<file path="config.mk">
export PLATFORM = sky130hd
export DESIGN_NAME = fwdl_core
export DESIGN_NICKNAME = d
export VERILOG_FILES = /design/src/fwdl_core.v /design/src/fwdl_hold.v
export VERILOG_INCLUDE_DIRS = /design/src
export SDC_FILE = /design/constraint.sdc
export NUM_CORES = 1
export LEC_CHECK = 0
export BUFFER_PORTS_ARGS = -buffer_cell sky130_fd_sc_hd__buf_2
export CORE_ASPECT_RATIO = 0.5
export CORE_UTILIZATION = 25
export CTS_CLUSTER_DIAMETER = 80
export DETAILED_ROUTE_END_ITERATION = 12
export GPL_TIMING_DRIVEN = 0
export PLACE_DENSITY = 0.41
export SLEW_MARGIN = 20
export SYNTH_ARGS = -nofsm -noshare
export SYNTH_HDL_FRONTEND = slang
export SYNTH_SLANG_ARGS = --single-unit
export TNS_END_PERCENT = 1
</file>
<file path="constraint.sdc">
create_clock -name i_clk -period 3.3 [get_ports i_clk]
set_input_delay 0.495 -clock i_clk [delete_from_list [all_inputs] [get_ports i_clk]]
set_output_delay 0.495 -clock i_clk [all_outputs]
set_load 0.005 [all_outputs]
</file>
<file path="src/fwdl_defs.vh">
// Constants for the firmware download by DMA command handler
`ifndef FWDL_DEFS_VH
`define FWDL_DEFS_VH
// Register word offsets (word addresses)
`define FWDL_OFF_CMD 4'h0
`define FWDL_OFF_SUB 4'h1
`define FWDL_OFF_CNTL 4'h2
`define FWDL_OFF_CNTH 4'h3
`define FWDL_OFF_SEGL 4'h4
`define FWDL_OFF_SEGH 4'h5
`define FWDL_OFF_DRV 4'h6
`define FWDL_OFF_ERR 4'h7
`define FWDL_OFF_STAT 4'h8
`define FWDL_OFF_CTRL 4'h9
`define FWDL_OFF_IRQST 4'ha
`define FWDL_OFF_IRQMSK 4'hb
`define FWDL_OFF_EXPOFF 4'hc
// Opcodes and subcommands
`define FWDL_OPC_DMA 8'h93
`define FWDL_SUB_OFFS 8'h03
`define FWDL_SUB_FULL 8'h07
// Error register bits
`define FWDL_ERR_ABT 2
`define FWDL_ERR_UNC 6
// Status register bits
`define FWDL_ST_BSY 7
`define FWDL_ST_RDY 6
`define FWDL_ST_DSC 4
`define FWDL_ST_DRQ 3
`define FWDL_ST_ERR 0
// Control register bits
`define FWDL_CTL_LOCK 0
`define FWDL_CTL_SPINDIS 1
`define FWDL_CTL_SWRST 2
`define FWDL_CTL_LAST 3
// Interrupt status bits
`define FWDL_IRQ_DONE 0
`define FWDL_IRQ_ABORT 1
`define FWDL_IRQ_SAVED 2
`define FWDL_IRQ_W 3
// Reset values
`define FWDL_STAT_RST 8'h50
// Sector size in words of the data stream (32-bit words)
`define FWDL_SECT_WORDS 8'd128
`endif

</file>
<file path="src/fwdl_core.v">
// Firmware download by DMA command handler with Avalon-MM registers
//
// The implementer's own choices: the placing of the registers and the Avalon-MM register port.
`include "fwdl_defs.vh"
`default_nettype none
module fwdl_core (
  input wire i_clk,
  input wire i_nrst,
  input wire [3:0] i_avs_address,
  input wire i_avs_read,
  input wire i_avs_write,
  input wire [31:0] i_avs_writedata,
  input wire [3:0] i_avs_byteenable,
  output reg [31:0] o_avs_readdata,
  output reg o_avs_waitrequest,
  input wire [31:0] i_dma_data,
  input wire i_dma_valid,
  output reg o_dma_ready,
  input wire i_verify_ok,
  input wire i_reload_req,
  input wire i_reload_fail,
  output reg o_save_pulse,
  output reg o_activate_pulse,
  output reg o_spin_down,
  output reg [31:0] o_image_data,
  output reg [23:0] o_image_addr,
  output reg o_image_we,
  output reg o_irq
);
  // ==========================================================
  // State encoding
  localparam ST_IDLE = 2'd0;
  localparam ST_XFER = 2'd1;
  localparam ST_FIN = 2'd2;

  // Sequencer state and the task-file bytes written by software
  reg [1:0] state_q;
  reg [7:0] sub_q;
  reg [7:0] cntl_q;
  reg [7:0] cnth_q;
  reg [7:0] segl_q;
  reg [7:0] segh_q;
  reg [7:0] drv_q;
  // Result bytes read back by software
  reg [7:0] err_q;
  reg [7:0] stat_q;
  // Local control and interrupt registers
  reg [3:0] ctrl_q;
  reg [2:0] irq_st_q;
  reg [2:0] irq_msk_q;
  // Segment bookkeeping kept across commands
  reg [15:0] exp_off_q;
  reg in_progress_q;
  reg last_q;
  // Bus answer and image write pointer
  reg bus_ack_q;
  reg [23:0] wr_addr_q;
  // Word counter load path and its results
  reg hold_load;
  reg [23:0] hold_value;
  wire [23:0] words_left;
  wire words_zero;
  // Decoded fields and strobes
  wire [15:0] blk_count;
  wire [15:0] seg_off;
  wire wr_acc;
  wire rd_acc;
  wire cmd_wr;
  wire opc_dma;
  wire sub_legal;
  wire sub_offs;
  wire cmd_dma;
  wire cmd_foreign;
  wire word_take;
  // One-cycle event strobes into the interrupt status
  reg [2:0] irq_set;

  // ==========================================================
  // Bus decode
  // An access counts once, on the edge where no answer is pending
  assign wr_acc = i_avs_write && !bus_ack_q;
  assign rd_acc = i_avs_read && !bus_ack_q;
  assign cmd_wr = wr_acc && i_avs_address == `FWDL_OFF_CMD && i_avs_byteenable[0];
  // Opcode and subcommand decode
  assign opc_dma = i_avs_writedata[7:0] == `FWDL_OPC_DMA;
  assign sub_offs = sub_q == `FWDL_SUB_OFFS;
  assign sub_legal = sub_offs || sub_q == `FWDL_SUB_FULL;
  // A download command is taken only while idle; other opcodes are foreign
  assign cmd_dma = cmd_wr && opc_dma && state_q == ST_IDLE;
  assign cmd_foreign = cmd_wr && !opc_dma;
  assign blk_count = {cnth_q, cntl_q};
  assign seg_off = {segh_q, segl_q};
  // One image word moves on each stream handshake of the data phase
  assign word_take = state_q == ST_XFER && i_dma_valid && o_dma_ready;

  // Word counter of the running transfer
  fwdl_hold u_hold (
    .i_clk(i_clk),
    .i_nrst(i_nrst),
    .i_load(hold_load),
    .i_value(hold_value),
    .i_dec(word_take),
    .o_count(words_left),
    .o_zero(words_zero)
  );

  // Word count of the block count, loaded only by an accepted command
  always @* begin
    hold_load = cmd_dma;
    // Each block is one 512-byte sector of 128 stream words
    hold_value = {1'b0, blk_count, 7'h00};
  end

  // ==========================================================
  // Bus slave: one wait cycle, then answer
  // A request counts on the first edge it is seen; the answer stands one cycle
  always @(posedge i_clk or negedge i_nrst) begin
    if (!i_nrst) begin
      bus_ack_q <= 1'b0;
      o_avs_waitrequest <= 1'b1;
      o_avs_readdata <= 32'h00000000;
    end else begin
      bus_ack_q <= (i_avs_read || i_avs_write) && !bus_ack_q;
      o_avs_waitrequest <= !((i_avs_read || i_avs_write) && !bus_ack_q);
      // Read mux; every byte register sits in the low byte lane
      if (rd_acc) begin
        case (i_avs_address)
          `FWDL_OFF_CNTL: o_avs_readdata <= {24'h000000, cntl_q};
          `FWDL_OFF_CNTH: o_avs_readdata <= {24'h000000, cnth_q};
          `FWDL_OFF_SEGL: o_avs_readdata <= {24'h000000, segl_q};
          `FWDL_OFF_SEGH: o_avs_readdata <= {24'h000000, segh_q};
          `FWDL_OFF_DRV: o_avs_readdata <= {24'h000000, drv_q};
          `FWDL_OFF_ERR: o_avs_readdata <= {24'h000000, err_q};
          `FWDL_OFF_STAT: o_avs_readdata <= {24'h000000, stat_q};
          `FWDL_OFF_CTRL: o_avs_readdata <= {28'h0000000, ctrl_q};
          `FWDL_OFF_IRQST: o_avs_readdata <= {29'h00000000, irq_st_q};
          `FWDL_OFF_IRQMSK: o_avs_readdata <= {29'h00000000, irq_msk_q};
          `FWDL_OFF_EXPOFF: o_avs_readdata <= {16'h0000, exp_off_q};
          default: o_avs_readdata <= 32'h00000000;
        endcase
      end else begin
        o_avs_readdata <= 32'h00000000;
      end
    end
  end

  // Task-file and control registers written by software
  always @(posedge i_clk or negedge i_nrst) begin
    if (!i_nrst) begin
      sub_q <= 8'h00;
      cntl_q <= 8'h00;
      cnth_q <= 8'h00;
      segl_q <= 8'h00;
      segh_q <= 8'h00;
      drv_q <= 8'h00;
      ctrl_q <= 4'h0;
      irq_msk_q <= 3'h0;
    end else begin
      // Soft reset bit clears itself one cycle after it is written
      ctrl_q[`FWDL_CTL_SWRST] <= 1'b0;
      // Only the low byte lane carries register data
      if (wr_acc && i_avs_byteenable[0]) begin
        case (i_avs_address)
          `FWDL_OFF_SUB: sub_q <= i_avs_writedata[7:0];
          `FWDL_OFF_CNTL: cntl_q <= i_avs_writedata[7:0];
          `FWDL_OFF_CNTH: cnth_q <= i_avs_writedata[7:0];
          `FWDL_OFF_SEGL: segl_q <= i_avs_writedata[7:0];
          `FWDL_OFF_SEGH: segh_q <= i_avs_writedata[7:0];
          `FWDL_OFF_DRV: drv_q <= i_avs_writedata[7:0];
          `FWDL_OFF_CTRL: ctrl_q <= i_avs_writedata[3:0];
          `FWDL_OFF_IRQMSK: irq_msk_q <= i_avs_writedata[2:0];
          default: ctrl_q[`FWDL_CTL_SWRST] <= 1'b0;
        endcase
      end
    end
  end

  // ==========================================================
  // Command sequencing and segment tracking
  always @(posedge i_clk or negedge i_nrst) begin
    if (!i_nrst) begin
      state_q <= ST_IDLE;
      err_q <= 8'h00;
      stat_q <= `FWDL_STAT_RST;
      exp_off_q <= 16'h0000;
      in_progress_q <= 1'b0;
      last_q <= 1'b0;
      wr_addr_q <= 24'h000000;
      o_dma_ready <= 1'b0;
      o_save_pulse <= 1'b0;
      o_activate_pulse <= 1'b0;
      o_spin_down <= 1'b0;
      o_image_data <= 32'h00000000;
      o_image_addr <= 24'h000000;
      o_image_we <= 1'b0;
      irq_set <= 3'h0;
    end else begin
      o_save_pulse <= 1'b0;
      o_activate_pulse <= 1'b0;
      o_image_we <= 1'b0;
      irq_set <= 3'h0;
      if (ctrl_q[`FWDL_CTL_SWRST]) begin
        // Software reset drops partial image first
        in_progress_q <= 1'b0;
        exp_off_q <= 16'h0000;
        state_q <= ST_IDLE;
        o_dma_ready <= 1'b0;
        err_q <= 8'h00;
        stat_q <= `FWDL_STAT_RST;
      end else if (cmd_dma) begin
        // Accepted command: clear the result bytes and raise busy
        err_q <= 8'h00;
        stat_q <= 8'h00;
        stat_q[`FWDL_ST_BSY] <= 1'b1;
        // Mode 07h is always final; mode 03h is final when software marks it
        last_q <= ctrl_q[`FWDL_CTL_LAST] || sub_q == `FWDL_SUB_FULL;
        // Reserved subcommand or a locked drive aborts at once
        if (!sub_legal || ctrl_q[`FWDL_CTL_LOCK]) begin
          err_q[`FWDL_ERR_ABT] <= 1'b1;
          state_q <= ST_FIN;
        end else if (sub_offs && in_progress_q && seg_off != exp_off_q) begin
          // Segment out of sequence: drop everything received so far
          err_q[`FWDL_ERR_ABT] <= 1'b1;
          in_progress_q <= 1'b0;
          exp_off_q <= 16'h0000;
          state_q <= ST_FIN;
        end else if (sub_offs && !in_progress_q && seg_off != 16'h0000) begin
          // The first segment of an offset download must start at zero
          err_q[`FWDL_ERR_ABT] <= 1'b1;
          state_q <= ST_FIN;
        end else begin
          // Segment placed at its 512-byte offset (128 words)
          wr_addr_q <= sub_offs ? {1'b0, seg_off, 7'h00} : 24'h000000;
          in_progress_q <= sub_offs;
          exp_off_q <= sub_offs ? seg_off + blk_count : 16'h0000;
          // A zero count finishes at once with no data phase
          if (blk_count == 16'h0000) begin
            state_q <= ST_FIN;
          end else begin
            stat_q[`FWDL_ST_DRQ] <= 1'b1;
            o_dma_ready <= 1'b1;
            state_q <= ST_XFER;
          end
        end
      end else begin
        case (state_q)
          ST_XFER: begin
            // Each accepted word reaches the image port one cycle later
            if (word_take) begin
              o_image_data <= i_dma_data;
              o_image_addr <= wr_addr_q;
              o_image_we <= 1'b1;
              wr_addr_q <= wr_addr_q + 24'h000001;
            end
            // Leave after the last word, or at once if the counter is empty
            if ((word_take && words_left == 24'h000001) || words_zero) begin
              o_dma_ready <= 1'b0;
              state_q <= ST_FIN;
            end
          end
          ST_FIN: begin
            // Only a clean final segment is verified, saved and made live
            if (last_q && !err_q[`FWDL_ERR_ABT]) begin
              in_progress_q <= 1'b0;
              exp_off_q <= 16'h0000;
              if (i_verify_ok) begin
                o_save_pulse <= 1'b1;
                o_activate_pulse <= 1'b1;
                irq_set[`FWDL_IRQ_SAVED] <= 1'b1;
                // Spin down in the same cycle as the activation pulse when spin-up is disabled
                if (ctrl_q[`FWDL_CTL_SPINDIS]) begin
                  o_spin_down <= 1'b1;
                end
              end else begin
                // Failed verification aborts and keeps the old firmware
                err_q[`FWDL_ERR_ABT] <= 1'b1;
              end
              // Reload failure is reported only when a reload was asked for
              if (i_reload_req && i_reload_fail) begin
                err_q[`FWDL_ERR_UNC] <= 1'b1;
              end
            end
            // Completion: ready, not busy, error from flags
            stat_q[`FWDL_ST_BSY] <= 1'b0;
            stat_q[`FWDL_ST_DRQ] <= 1'b0;
            stat_q[`FWDL_ST_RDY] <= 1'b1;
            stat_q[`FWDL_ST_DSC] <= 1'b1;
            stat_q[`FWDL_ST_ERR] <= err_q[`FWDL_ERR_ABT] || err_q[`FWDL_ERR_UNC]
                                    || (last_q && !i_verify_ok)
                                    || (last_q && i_reload_req && i_reload_fail);
            irq_set[`FWDL_IRQ_DONE] <= 1'b1;
            irq_set[`FWDL_IRQ_ABORT] <= err_q[`FWDL_ERR_ABT]
                                        || (last_q && !i_verify_ok);
            state_q <= ST_IDLE;
          end
          default: state_q <= ST_IDLE;
        endcase
      end
      // A foreign command runs on its own handler; here it only drops the
      // partial image, so a stream word taken in that cycle is still kept
      if (cmd_foreign) begin
        in_progress_q <= 1'b0;
        exp_off_q <= 16'h0000;
      end
    end
  end

  // ==========================================================
  // Sticky interrupt status, write one to clear, set wins
  always @(posedge i_clk or negedge i_nrst) begin
    if (!i_nrst) begin
      irq_st_q <= 3'h0;
      o_irq <= 1'b0;
    end else begin
      if (wr_acc && i_avs_address == `FWDL_OFF_IRQST && i_avs_byteenable[0]) begin
        irq_st_q <= (irq_st_q & ~i_avs_writedata[2:0]) | irq_set;
      end else begin
        irq_st_q <= irq_st_q | irq_set;
      end
      // Interrupt line follows the unmasked status one cycle later
      o_irq <= |(irq_st_q & irq_msk_q);
    end
  end
endmodule
`default_nettype wire

</file>
<file path="src/fwdl_hold.v">
// Countdown of words left in a sector run
`default_nettype none
module fwdl_hold (
  input wire i_clk,
  input wire i_nrst,
  input wire i_load,
  input wire [23:0] i_value,
  input wire i_dec,
  output reg [23:0] o_count,
  output wire o_zero
);
  // Loads a count and steps it down per accepted word
  always @(posedge i_clk or negedge i_nrst) begin
    if (!i_nrst) begin
      o_count <= 24'h000000;
    end else if (i_load) begin
      o_count <= i_value;
    end else if (i_dec && o_count != 24'h000000) begin
      o_count <= o_count - 24'h000001;
    end
  end
  assign o_zero = (o_count == 24'h000000);
endmodule
`default_nettype wire

</file>
==> flow_summary.yaml, run 1 <==
status:
  outcome: "completed"
route:
  viasPerCell: 4.86
  routed_wl_um: 36300
  drcViolationCount: 0
  drt_first_pass_iters: 5
  antenna_left: 0
  via_count: 8648
  wl_per_cell_um: 20.4
  dr.first_iter.drc_count: 589
timing:
  worstMarginPinSlew_ns: 0.905
  setup_ws_ns: 0.215
  max_freq_ghz: 0.324
  slew_violations: 0
  slew_headroom: 0.396
  grt_setup_unrepaired: "true"
  timing.final.crit_period_ns: 3.08
  hold_viol_final: 0
  setup_viol: 0
  fin_skew_ns: 0.0271
  fin_crit_sh: 0.935
worst_hold_path:
  worstHoldPathCells: 2
  hold_path_end: "o_image_data[26]"
  hp-start: "i_dma_data[26]"
  hp-class: "in2reg"
worst_setup_path:
  cp.buffers_inverters: 2
  timing.rr.end: "wr_addr_q[7]"
  path_max_fanout: 10
  crit_arrival_ns: 3.48
  crit_slowest_cell: "a311oi_1"
  cp_top_family: "compound AO/OA/AOI/OAI gates"
  crit_path_cell_trace: "clkbuf_1, xnor2_1, nand4_1, o41ai_2, o21ai_1, a21o_1, clkbuf_1, a311oi_1, nor2_1"
  r2r-start: "segh_q[7]"
  end_kind: "flip-flop"
  worst-endpoint-required_ns: 3.70
  reg2reg_depth: 9
  startpoint_type: "flip-flop"
  critPathKind: "reg2reg"
  cp_common_cell: "clkbuf_1"
  r2r_slack_ns: 0.22
  slowest_delay_ns: 0.51
global_routing:
  track_usage: 0.167
  grt_overflow: 0
  grt_pass1_vias: 8653
  grt_max_degree: 99
  antenna_found_initial: 2
  grt_pass1_wl_um: 55300
layout:
  finish.net_count: 1288
  final_layout_size_suffix_gt1_frac: 0.266
  num_antenna_cells: 0
  area_growth_pct: 21.6
  utilization: 0.310
die:
  core_um2: 42200
  die_w_um: 295
  fp.dieH_um: 149
  initial_core_util: 0.255
  rows: 53
  io_pins: 175
  die-area_um2: 43900
placed_design:
  dp_worst_setup_slack_ns: -0.124
  io_buffers: 126
  gp_congestion: 0.884
  hpwl_um: 26900
synth:
  synth_area_leader_cell: "dfrtp_1"
  synth_commonest_cells: "dfrtp_1, mux2_2, nand2_1, nor2_1, a21oi_1"
  seq_area_frac_synth: 0.496
  yosys-top-cells-area: "dfrtp_1, mux2_2, a21oi_1"
  ys_ff_latch: 213
  syn-instance-count: 1017
  async_flop_share: 1.00
  yosysUniqueCellTypes: 76
  ys_warn_count: 0
  avgSynthCellArea_um2: 10.6
  synth_enable_flop_cells: 0
  yosys.area.top_type_share: 0.491
  yosysMostFrequentCell: "dfrtp_1"
  syn_area_um2: 10700
  synth_ff_type: "dfrtp_1"
clock_tree:
  htree_levels: 1
  clk_latency_ns: 0.54
  cts_buffers: 24
  cts_buffer_depth: 3
  post_cts_buffers: 0
  cts.sinks: 213
  clkTransAtPathRegs_ns: 0.06
  cts_tree: "done"
  cts-root-buf: "clkbuf_16"
flow_run:
  maxCapViolations: 0
power:
  ir_worst_vdd_mv: 0.359
  p_per_area_nw_per_um2: 498
  p_leak_uw: 0.00614
==> timing repair <==
action	CTS	global route
hold buffers	1	0
resized for setup	0	4
hold endpoints to repair	51	0
setup endpoints to repair	0	14
==> cell usage in the layout (no fill, tap or decap), types with 19 or more instances in the layout <==
cell type / n
mux2_2: 113
nand2_1: 80
nor3_1: 19
nand3_1: 31
ha_1: 19
o21ai_0: 51
clkbuf_16: 24
dfrtp_1: 211
xnor2_1: 26
inv_1: 20
a21oi_1: 64
clkbuf_1: 43
nor2_1: 64
buf_2: 132
==> power breakdown <==
group | switching, uW | internal [uW] | leakage [uW] | total [uW]
registers | 258 | 2730 | 0.00292 | 2990
logic | 405 | 326 | 0.00282 | 730
clock network | 1110 | 1690 | 0.000396 | 2790
total | 1770 | 4740 | 0.00614 | 6510
==> flip-flops by register name, indices dropped and copies added (netlist names), 2 cells and up <==
register / cells
irq_st_q: 3
stat_q: 4
sub_q: 8
exp_off_q: 16
segl_q: 8
cnth_q: 8
irq_msk_q: 3
o_image_data: 32
ctrl_q: 4
o_image_addr: 24
state_q: 2
u_hold.o_count: 24
wr_addr_q: 24
cntl_q: 8
o_avs_readdata: 16
drv_q: 8
irq_set: 3
err_q: 2
segh_q: 8
==> metal layers <==
metal / share of wire / track usage / routed length (um) / vias to the layer above
met5: 0.00036 / 0 / 13 / -
met4: 0.019 / 0.0358 / 684 / 2
met3: 0.041 / 0.0273 / 1470 / 42
met2: 0.45 / 0.252 / 16200 / 174
met1: 0.49 / 0.247 / 17900 / 4413
li1: - / - / - / 4017
==> metrics by stage <==
step	instances	total power (uW)	hold WS [ns]	cell area, um^2	TNS [ns]
5_1_grt	1781	6810	0.160	13100	-0.0283
2_1_floorplan	1032	3370	0.199	10800	0
6_report	1781	6510	0.175	13100	0
3_5_place_dp	1738	3750	0.414	12200	-0.914
4_1_cts	1781	6590	0.152	13100	0
3_3_place_gp	1735	3740	0.408	12200	-445.21
==> worst max-delay path by stage <==
stage	from	to	slack, ns	depth (start not counted)
2_1_floorplan	i_avs_address[1]	wr_addr_q[23]	0.83	9
3_3_place_gp	i_nrst	o_avs_readdata[1]	-2.12	1
3_5_place_dp	i_avs_writedata[1]	u_hold.o_count[7]	-0.12	8
4_1_cts	state_q[0]	o_image_addr[12]	0.1	6
5_1_grt	bus_ack_q	wr_addr_q[7]	-0.03	9
6_report	segh_q[7]	wr_addr_q[7]	0.22	9
==> final cells by class <==
cell class,count,area [um^2]
inverters,20,75.1
fillers,4448,29100
well taps,577,722
clock buffers,35,692
repair buffers,130,711
plain buffers,68,328
flip-flops and latches,213,5330
clock inverters,7,124
multi-input cells,731,5080
==> logic make-up (layout without fill, tap and decap cells) <==
logic type / count (synthesis) / after routing / synth area share
XOR/XNOR: 37 / 37 / 0.0302
flip-flops: 213 / 213 / 0.496
AO/OA/AOI/OAI: 232 / 232 / 0.138
other: 1 / 16 / 0.000349
AND/OR/NAND/NOR: 307 / 307 / 0.150
adder cells (fa/ha/maj): 20 / 20 / 0.0240
multiplexers: 119 / 119 / 0.124
buffers and inverters: 88 / 260 / 0.0374
Power figures use the tool's default switching activity.
==> inputs of run 2 (changes only) <==
--- a/config.mk
+++ b/config.mk
@@ -8,11 +8,11 @@
 export LEC_CHECK = 0
 export BUFFER_PORTS_ARGS = -buffer_cell sky130_fd_sc_hd__buf_2
 export CORE_ASPECT_RATIO = 0.5
-export CORE_UTILIZATION = 25
+export CORE_UTILIZATION = 57
 export CTS_CLUSTER_DIAMETER = 80
 export DETAILED_ROUTE_END_ITERATION = 12
 export GPL_TIMING_DRIVEN = 0
-export PLACE_DENSITY = 0.41
+export PLACE_DENSITY = 0.79
 export SLEW_MARGIN = 20
 export SYNTH_ARGS = -nofsm -noshare
 export SYNTH_HDL_FRONTEND = slang
==> run 2 against run 1 <==
Sequential cell count unchanged; hold slack lost 0.19 ns; setup slack improved by 0.0054 ns; count of clock-buffer cells in the layout is 7 lower; global-route usage up 15 points; critical path type unchanged; combinational power shrank 1%; sequential share of layout area increased by 1.7 points; critical endpoint is now wr_addr_q[19]; wire length is 15% lower; die area down 56%; the run now ends with hold timing left; final area decreased by 4.0%.
==> flow_summary.yaml, run 2 (synthesized netlist as in run 1, its figures left out) <==
route:
  antenna_left: 0
  drcViolationCount: 0
  via_count: 9038
  routed_wl_um: 30700
  dr.first_iter.drc_count: 811
  wl_per_cell_um: 21.1
  viasPerCell: 6.21
  drt_first_pass_iters: 6
timing:
  grt_setup_unrepaired: "true"
  setup_viol: 0
  fin_skew_ns: 0.0179
  setup_ws_ns: 0.221
  timing.final.crit_period_ns: 3.08
  hold_viol_final: 16
  slew_violations: 0
  hold-worst-slack_ns: -0.0175
  slew_headroom: 0.313
  max_freq_ghz: 0.325
  worstMarginPinSlew_ns: 1.03
  fin_crit_sh: 0.933
die:
  initial_core_util: 0.583
  fp.dieH_um: 99.1
  io_pins: 175
  die-area_um2: 19400
  die_w_um: 196
  core_um2: 18400
  rows: 35
power:
  ir_worst_vdd_mv: 0.352
  p_per_area_nw_per_um2: 494
  p_leak_uw: 0.00608
clock_tree:
  cts_buffers: 20
  clk_latency_ns: 0.51
  cts_buffer_depth: 3
  cts_tree: "done"
  cts.sinks: 213
  holdBufCountCts: 0
  post_cts_buffers: 0
  cts_resized: 0
  htree_levels: 1
  clkTransAtPathRegs_ns: 0.06
  cts-root-buf: "clkbuf_16"
global_routing:
  grt_pass1_vias: 8783
  track_usage: 0.320
  antenna_found_initial: 0
  grt_pass1_wl_um: 47800
  grt_max_degree: 91
  grt_overflow: 0
placed_design:
  dp_worst_setup_slack_ns: 0.140
  hpwl_um: 22200
  io_buffers: 126
  gp_congestion: 1.00
  place_inst: 1419
  dpl_cell_area_um2: 11800
layout:
  utilization: 0.681
  stdcell_count: 1455
  finish.net_count: 1282
  final_cell_mix: "dfrtp_1, buf_2, mux2_2"
  final_layout_size_suffix_gt1_frac: 0.263
  area_growth_pct: 16.8
  num_antenna_cells: 0
  final_area_um2: 12500
  mostFrequentLayoutCell: "dfrtp_1"
  largest_register: "o_image_data"
  largest_reg_flops: 32
worst_hold_path:
  hp-class: "in2async"
status:
  violations: "hold timing"
  outcome: "complete, but fails checks"
worst_setup_path:
  end_kind: "flip-flop"
  critPathKind: "reg2reg"
  crit_arrival_ns: 3.44
  path_max_fanout: 10
  worst-endpoint-required_ns: 3.66
  startpoint_type: "flip-flop"
flow_run:
  maxCapViolations: 0
run 2: critical path, cell delays in order (launching register included):
cell and delay [ns]:
dfrtp_1 0.32, clkbuf_1 0.48, nor4_1 0.12, a41oi_1 0.34, and4bb_4 0.30, o21ai_1 0.19
a21o_1 0.26, buf_2 0.28, clkbuf_1 0.44, o21ai_0 0.21
run 2: through the flow:
stage,total power [uW],hold WS [ns],setup TNS (ns)
3_5_place_dp,3700,0.440,0
5_1_grt,6420,0.0352,-0.0665
6_report,6200,-0.0175,0
4_1_cts,6210,0.0269,0
2_1_floorplan,3370,0.199,0
3_3_place_gp,3670,0.438,-353.97
run 2: metal layers:
metal | wire, um | track usage
met1 | 13400 | 0.455
met5 | 0 | 0
met4 | 752 | 0.0865
met2 | 13300 | 0.490
met3 | 3270 | 0.0811
run 2: layout make-up:
type,count,area (um^2)
inverter,20,75.1
clock inverter,8,119
timing repair buffer,128,696
tap,259,324
sequential,213,5330
fill,1400,5890
buffer,68,327
multi-input combinational,731,5080
clock buffer,28,592
run 2: worst paths after layout:
path                             start                 to  slack (ns)  depth (start not counted)
max                          segh_q[7]      wr_addr_q[19]        0.22                          9
min                             i_nrst    o_image_data[5]       -0.02                          1
max reg2reg                  segh_q[7]      wr_addr_q[19]        0.22                          9
min reg2reg                o_spin_down        o_spin_down        0.45                          1
max in group asynchronous       i_nrst  o_avs_waitrequest        2.19                          3
min in group i_clk          i_avs_read  o_avs_waitrequest        0.22                          2
run 2: power by group:
part	switching, uW	leakage, uW	internal (uW)
sequential	245	0.00292	2730
clock	1020	0.000354	1490
combinational	396	0.00282	325
==> inputs of run 3 (changes only) <==
--- a/config.mk
+++ b/config.mk
@@ -12,7 +12,7 @@
 export CTS_CLUSTER_DIAMETER = 80
 export DETAILED_ROUTE_END_ITERATION = 12
 export GPL_TIMING_DRIVEN = 0
-export PLACE_DENSITY = 0.79
+export PLACE_DENSITY_LB_ADDON = 0.08
 export SLEW_MARGIN = 20
 export SYNTH_ARGS = -nofsm -noshare
 export SYNTH_HDL_FRONTEND = slang
==> run 3 against run 2 <==
The run now ends clean; final area is 0.51% lower; clock skew is 0.013 ns higher; via count is 0.76% lower; critical path depth is 1 lower; combinational power is 1% lower; count of clock-buffer cells in the layout is 1 higher; die area stayed put; critical path type unchanged.
==> flow_summary.yaml, run 3 (synthesized netlist as in run 1, its figures left out) <==
timing:
  grt_setup_unrepaired: "false"
  setup_viol: 0
  timing.final.crit_period_ns: 3.13
  worstMarginPinSlew_ns: 1.05
  slew_violations: 0
  fin_skew_ns: 0.0304
  max_freq_ghz: 0.319
  slew_headroom: 0.295
  fin_crit_sh: 0.949
  tns_ns: 0
  hold_viol_final: 0
power:
  p_int_uw: 4350
  clkPwrFrac: 0.382
  sw_frac_of_total: 0.273
  p_per_area_nw_per_um2: 479
  power_frac_comb: 0.119
  switchingPower_uw: 1630
  p_seq_frac: 0.498
  ir_worst_vdd_mv: 0.358
  p_leak_uw: 0.00605
layout:
  num_antenna_cells: 0
  final_cell_mix: "dfrtp_1, buf_2, mux2_2"
  largest_reg_flops: 32
  stdcell_count: 1456
  final_layout_size_suffix_gt1_frac: 0.261
  area_growth_pct: 16.2
  final_area_um2: 12500
  largest_register: "o_image_data"
  mostFrequentLayoutCell: "dfrtp_1"
  finish.net_count: 1283
worst_setup_path:
  end_kind: "flip-flop"
  crit_arrival_ns: 3.56
  timing.rr.end: "u_hold.o_count[7]"
  reg2reg_depth: 8
  critPathKind: "reg2reg"
  r2r-start: "bus_ack_q"
  worst-endpoint-required_ns: 3.73
  startpoint_type: "flip-flop"
  path_max_fanout: 10
  r2r_slack_ns: 0.17
die:
  rows: 35
  initial_core_util: 0.583
  die_w_um: 196
  fp.dieH_um: 99.1
  io_pins: 175
  core_um2: 18400
  die-area_um2: 19400
route:
  via_count: 8969
  antenna_left: 0
  dr.first_iter.drc_count: 938
  wl_per_cell_um: 21.0
  drcViolationCount: 0
  drt_first_pass_iters: 6
  viasPerCell: 6.16
  routed_wl_um: 30600
clock_tree:
  clkTransAtPathRegs_ns: 0.06
  post_cts_buffers: 0
  cts_buffers: 20
  htree_levels: 1
  cts_buffer_depth: 3
  cts-root-buf: "clkbuf_16"
  cts.sinks: 213
  cts_tree: "done"
  clk_latency_ns: 0.52
global_routing:
  grt_max_degree: 101
  grt_overflow: 0
  antenna_found_initial: 0
  track_usage: 0.323
  grt_pass1_wl_um: 48300
  grt_pass1_vias: 8481
flow_run:
  maxCapViolations: 0
status:
  outcome: "completed"
placed_design:
  hpwl_um: 22100
  place_inst: 1419
  gp_congestion: 0.958
  dpl_cell_area_um2: 11800
  io_buffers: 126
worst_hold_path:
  hold_path_end: "o_avs_waitrequest"
  hp-start: "i_avs_write"
  hp-class: "in2reg"
  worstHoldPathCells: 2
==> run 3: cell count changes in the layout (fill, tap and decap cells not counted) <==
cell           before  now
clkinv_8            0    1
clkbuf_16          21   20
inv_6               1    0
nor4_4              2    1
bufinv_16           3    1
clkbuf_1           41   43
dlygate4sd3_1       0    1
nor4_2              4    5
clkinv_2            4    5
==> run 3: worst max path at each step <==
stage                              to  cells after the start  slack, ns          startpoint
detailed placement  u_hold.o_count[7]                      8      -0.05  i_avs_writedata[1]
finish              u_hold.o_count[7]                      8       0.17           bus_ack_q
CTS                   o_image_addr[9]                      6       0.18          state_q[0]
global route            exp_off_q[13]                      8       0.02           segh_q[7]
global placement     o_image_data[17]                      1      -1.80              i_nrst
floorplan               wr_addr_q[23]                      9       0.83    i_avs_address[1]
==> run 3: critical path, stage by stage (launching register included) <==
cell	delay, ns
dfrtp_1	0.38
and3b_1	0.22
clkbuf_1	0.36
nand4_1	0.22
nor3_1	0.52
clkbuf_1	0.54
clkbuf_1	0.51
nand2_1	0.18
o21ai_0	0.12
==> run 3: power by group through the flow <==
stage	logic (uW)	registers [uW]	clock network (uW)
after detailed placement	698	3010	0
after global placement	671	3010	0
after CTS	705	2960	2320
after floorplan	493	2880	0
final	713	2980	2290
after global routing	791	2980	2420
==> run 3: cell type report <==
cell class,instances,area (um^2)
Inverter,20,75.1
Fill cell,1494,5950
Clock inverter,7,71.3
Sequential cell,213,5330
Buffer,68,327
Clock buffer,29,574
Multi-Input combinational cell,731,5080
Timing Repair Buffer,129,706
Tap cell,259,324
==> run 3: what timing repair did <==
| item | 4_1_cts | 5_1_grt |
|---|---|---|
| hold buffers | 1 | 0 |
| endpoints found under the hold margin | 20 | 0 |
| gates resized for setup | 0 | 1 |
| endpoints found under the setup margin | 0 | 10 |
==> run 3: metrics by stage <==
stage | hold WS (ns) | power, uW | util | worst slack [ns]
after floorplan | 0.199 | 3370 | - | 0.831
after global placement | 0.439 | 3680 | 0.638 | -1.80
after detailed placement | 0.346 | 3710 | 0.642 | -0.0499
after CTS | 0.194 | 5990 | 0.677 | 0.184
after global routing | 0.208 | 6200 | 0.677 | 0.0199
final | 0.199 | 5980 | 0.677 | 0.169
==> run 3: routing by layer <==
layer	vias to the layer above	part of all wire	GRT usage
met5	-	0	0
met4	0	0.028	0.0889
met3	78	0.11	0.0708
met2	517	0.42	0.478
met1	4360	0.45	0.481
li1	4014	-	-
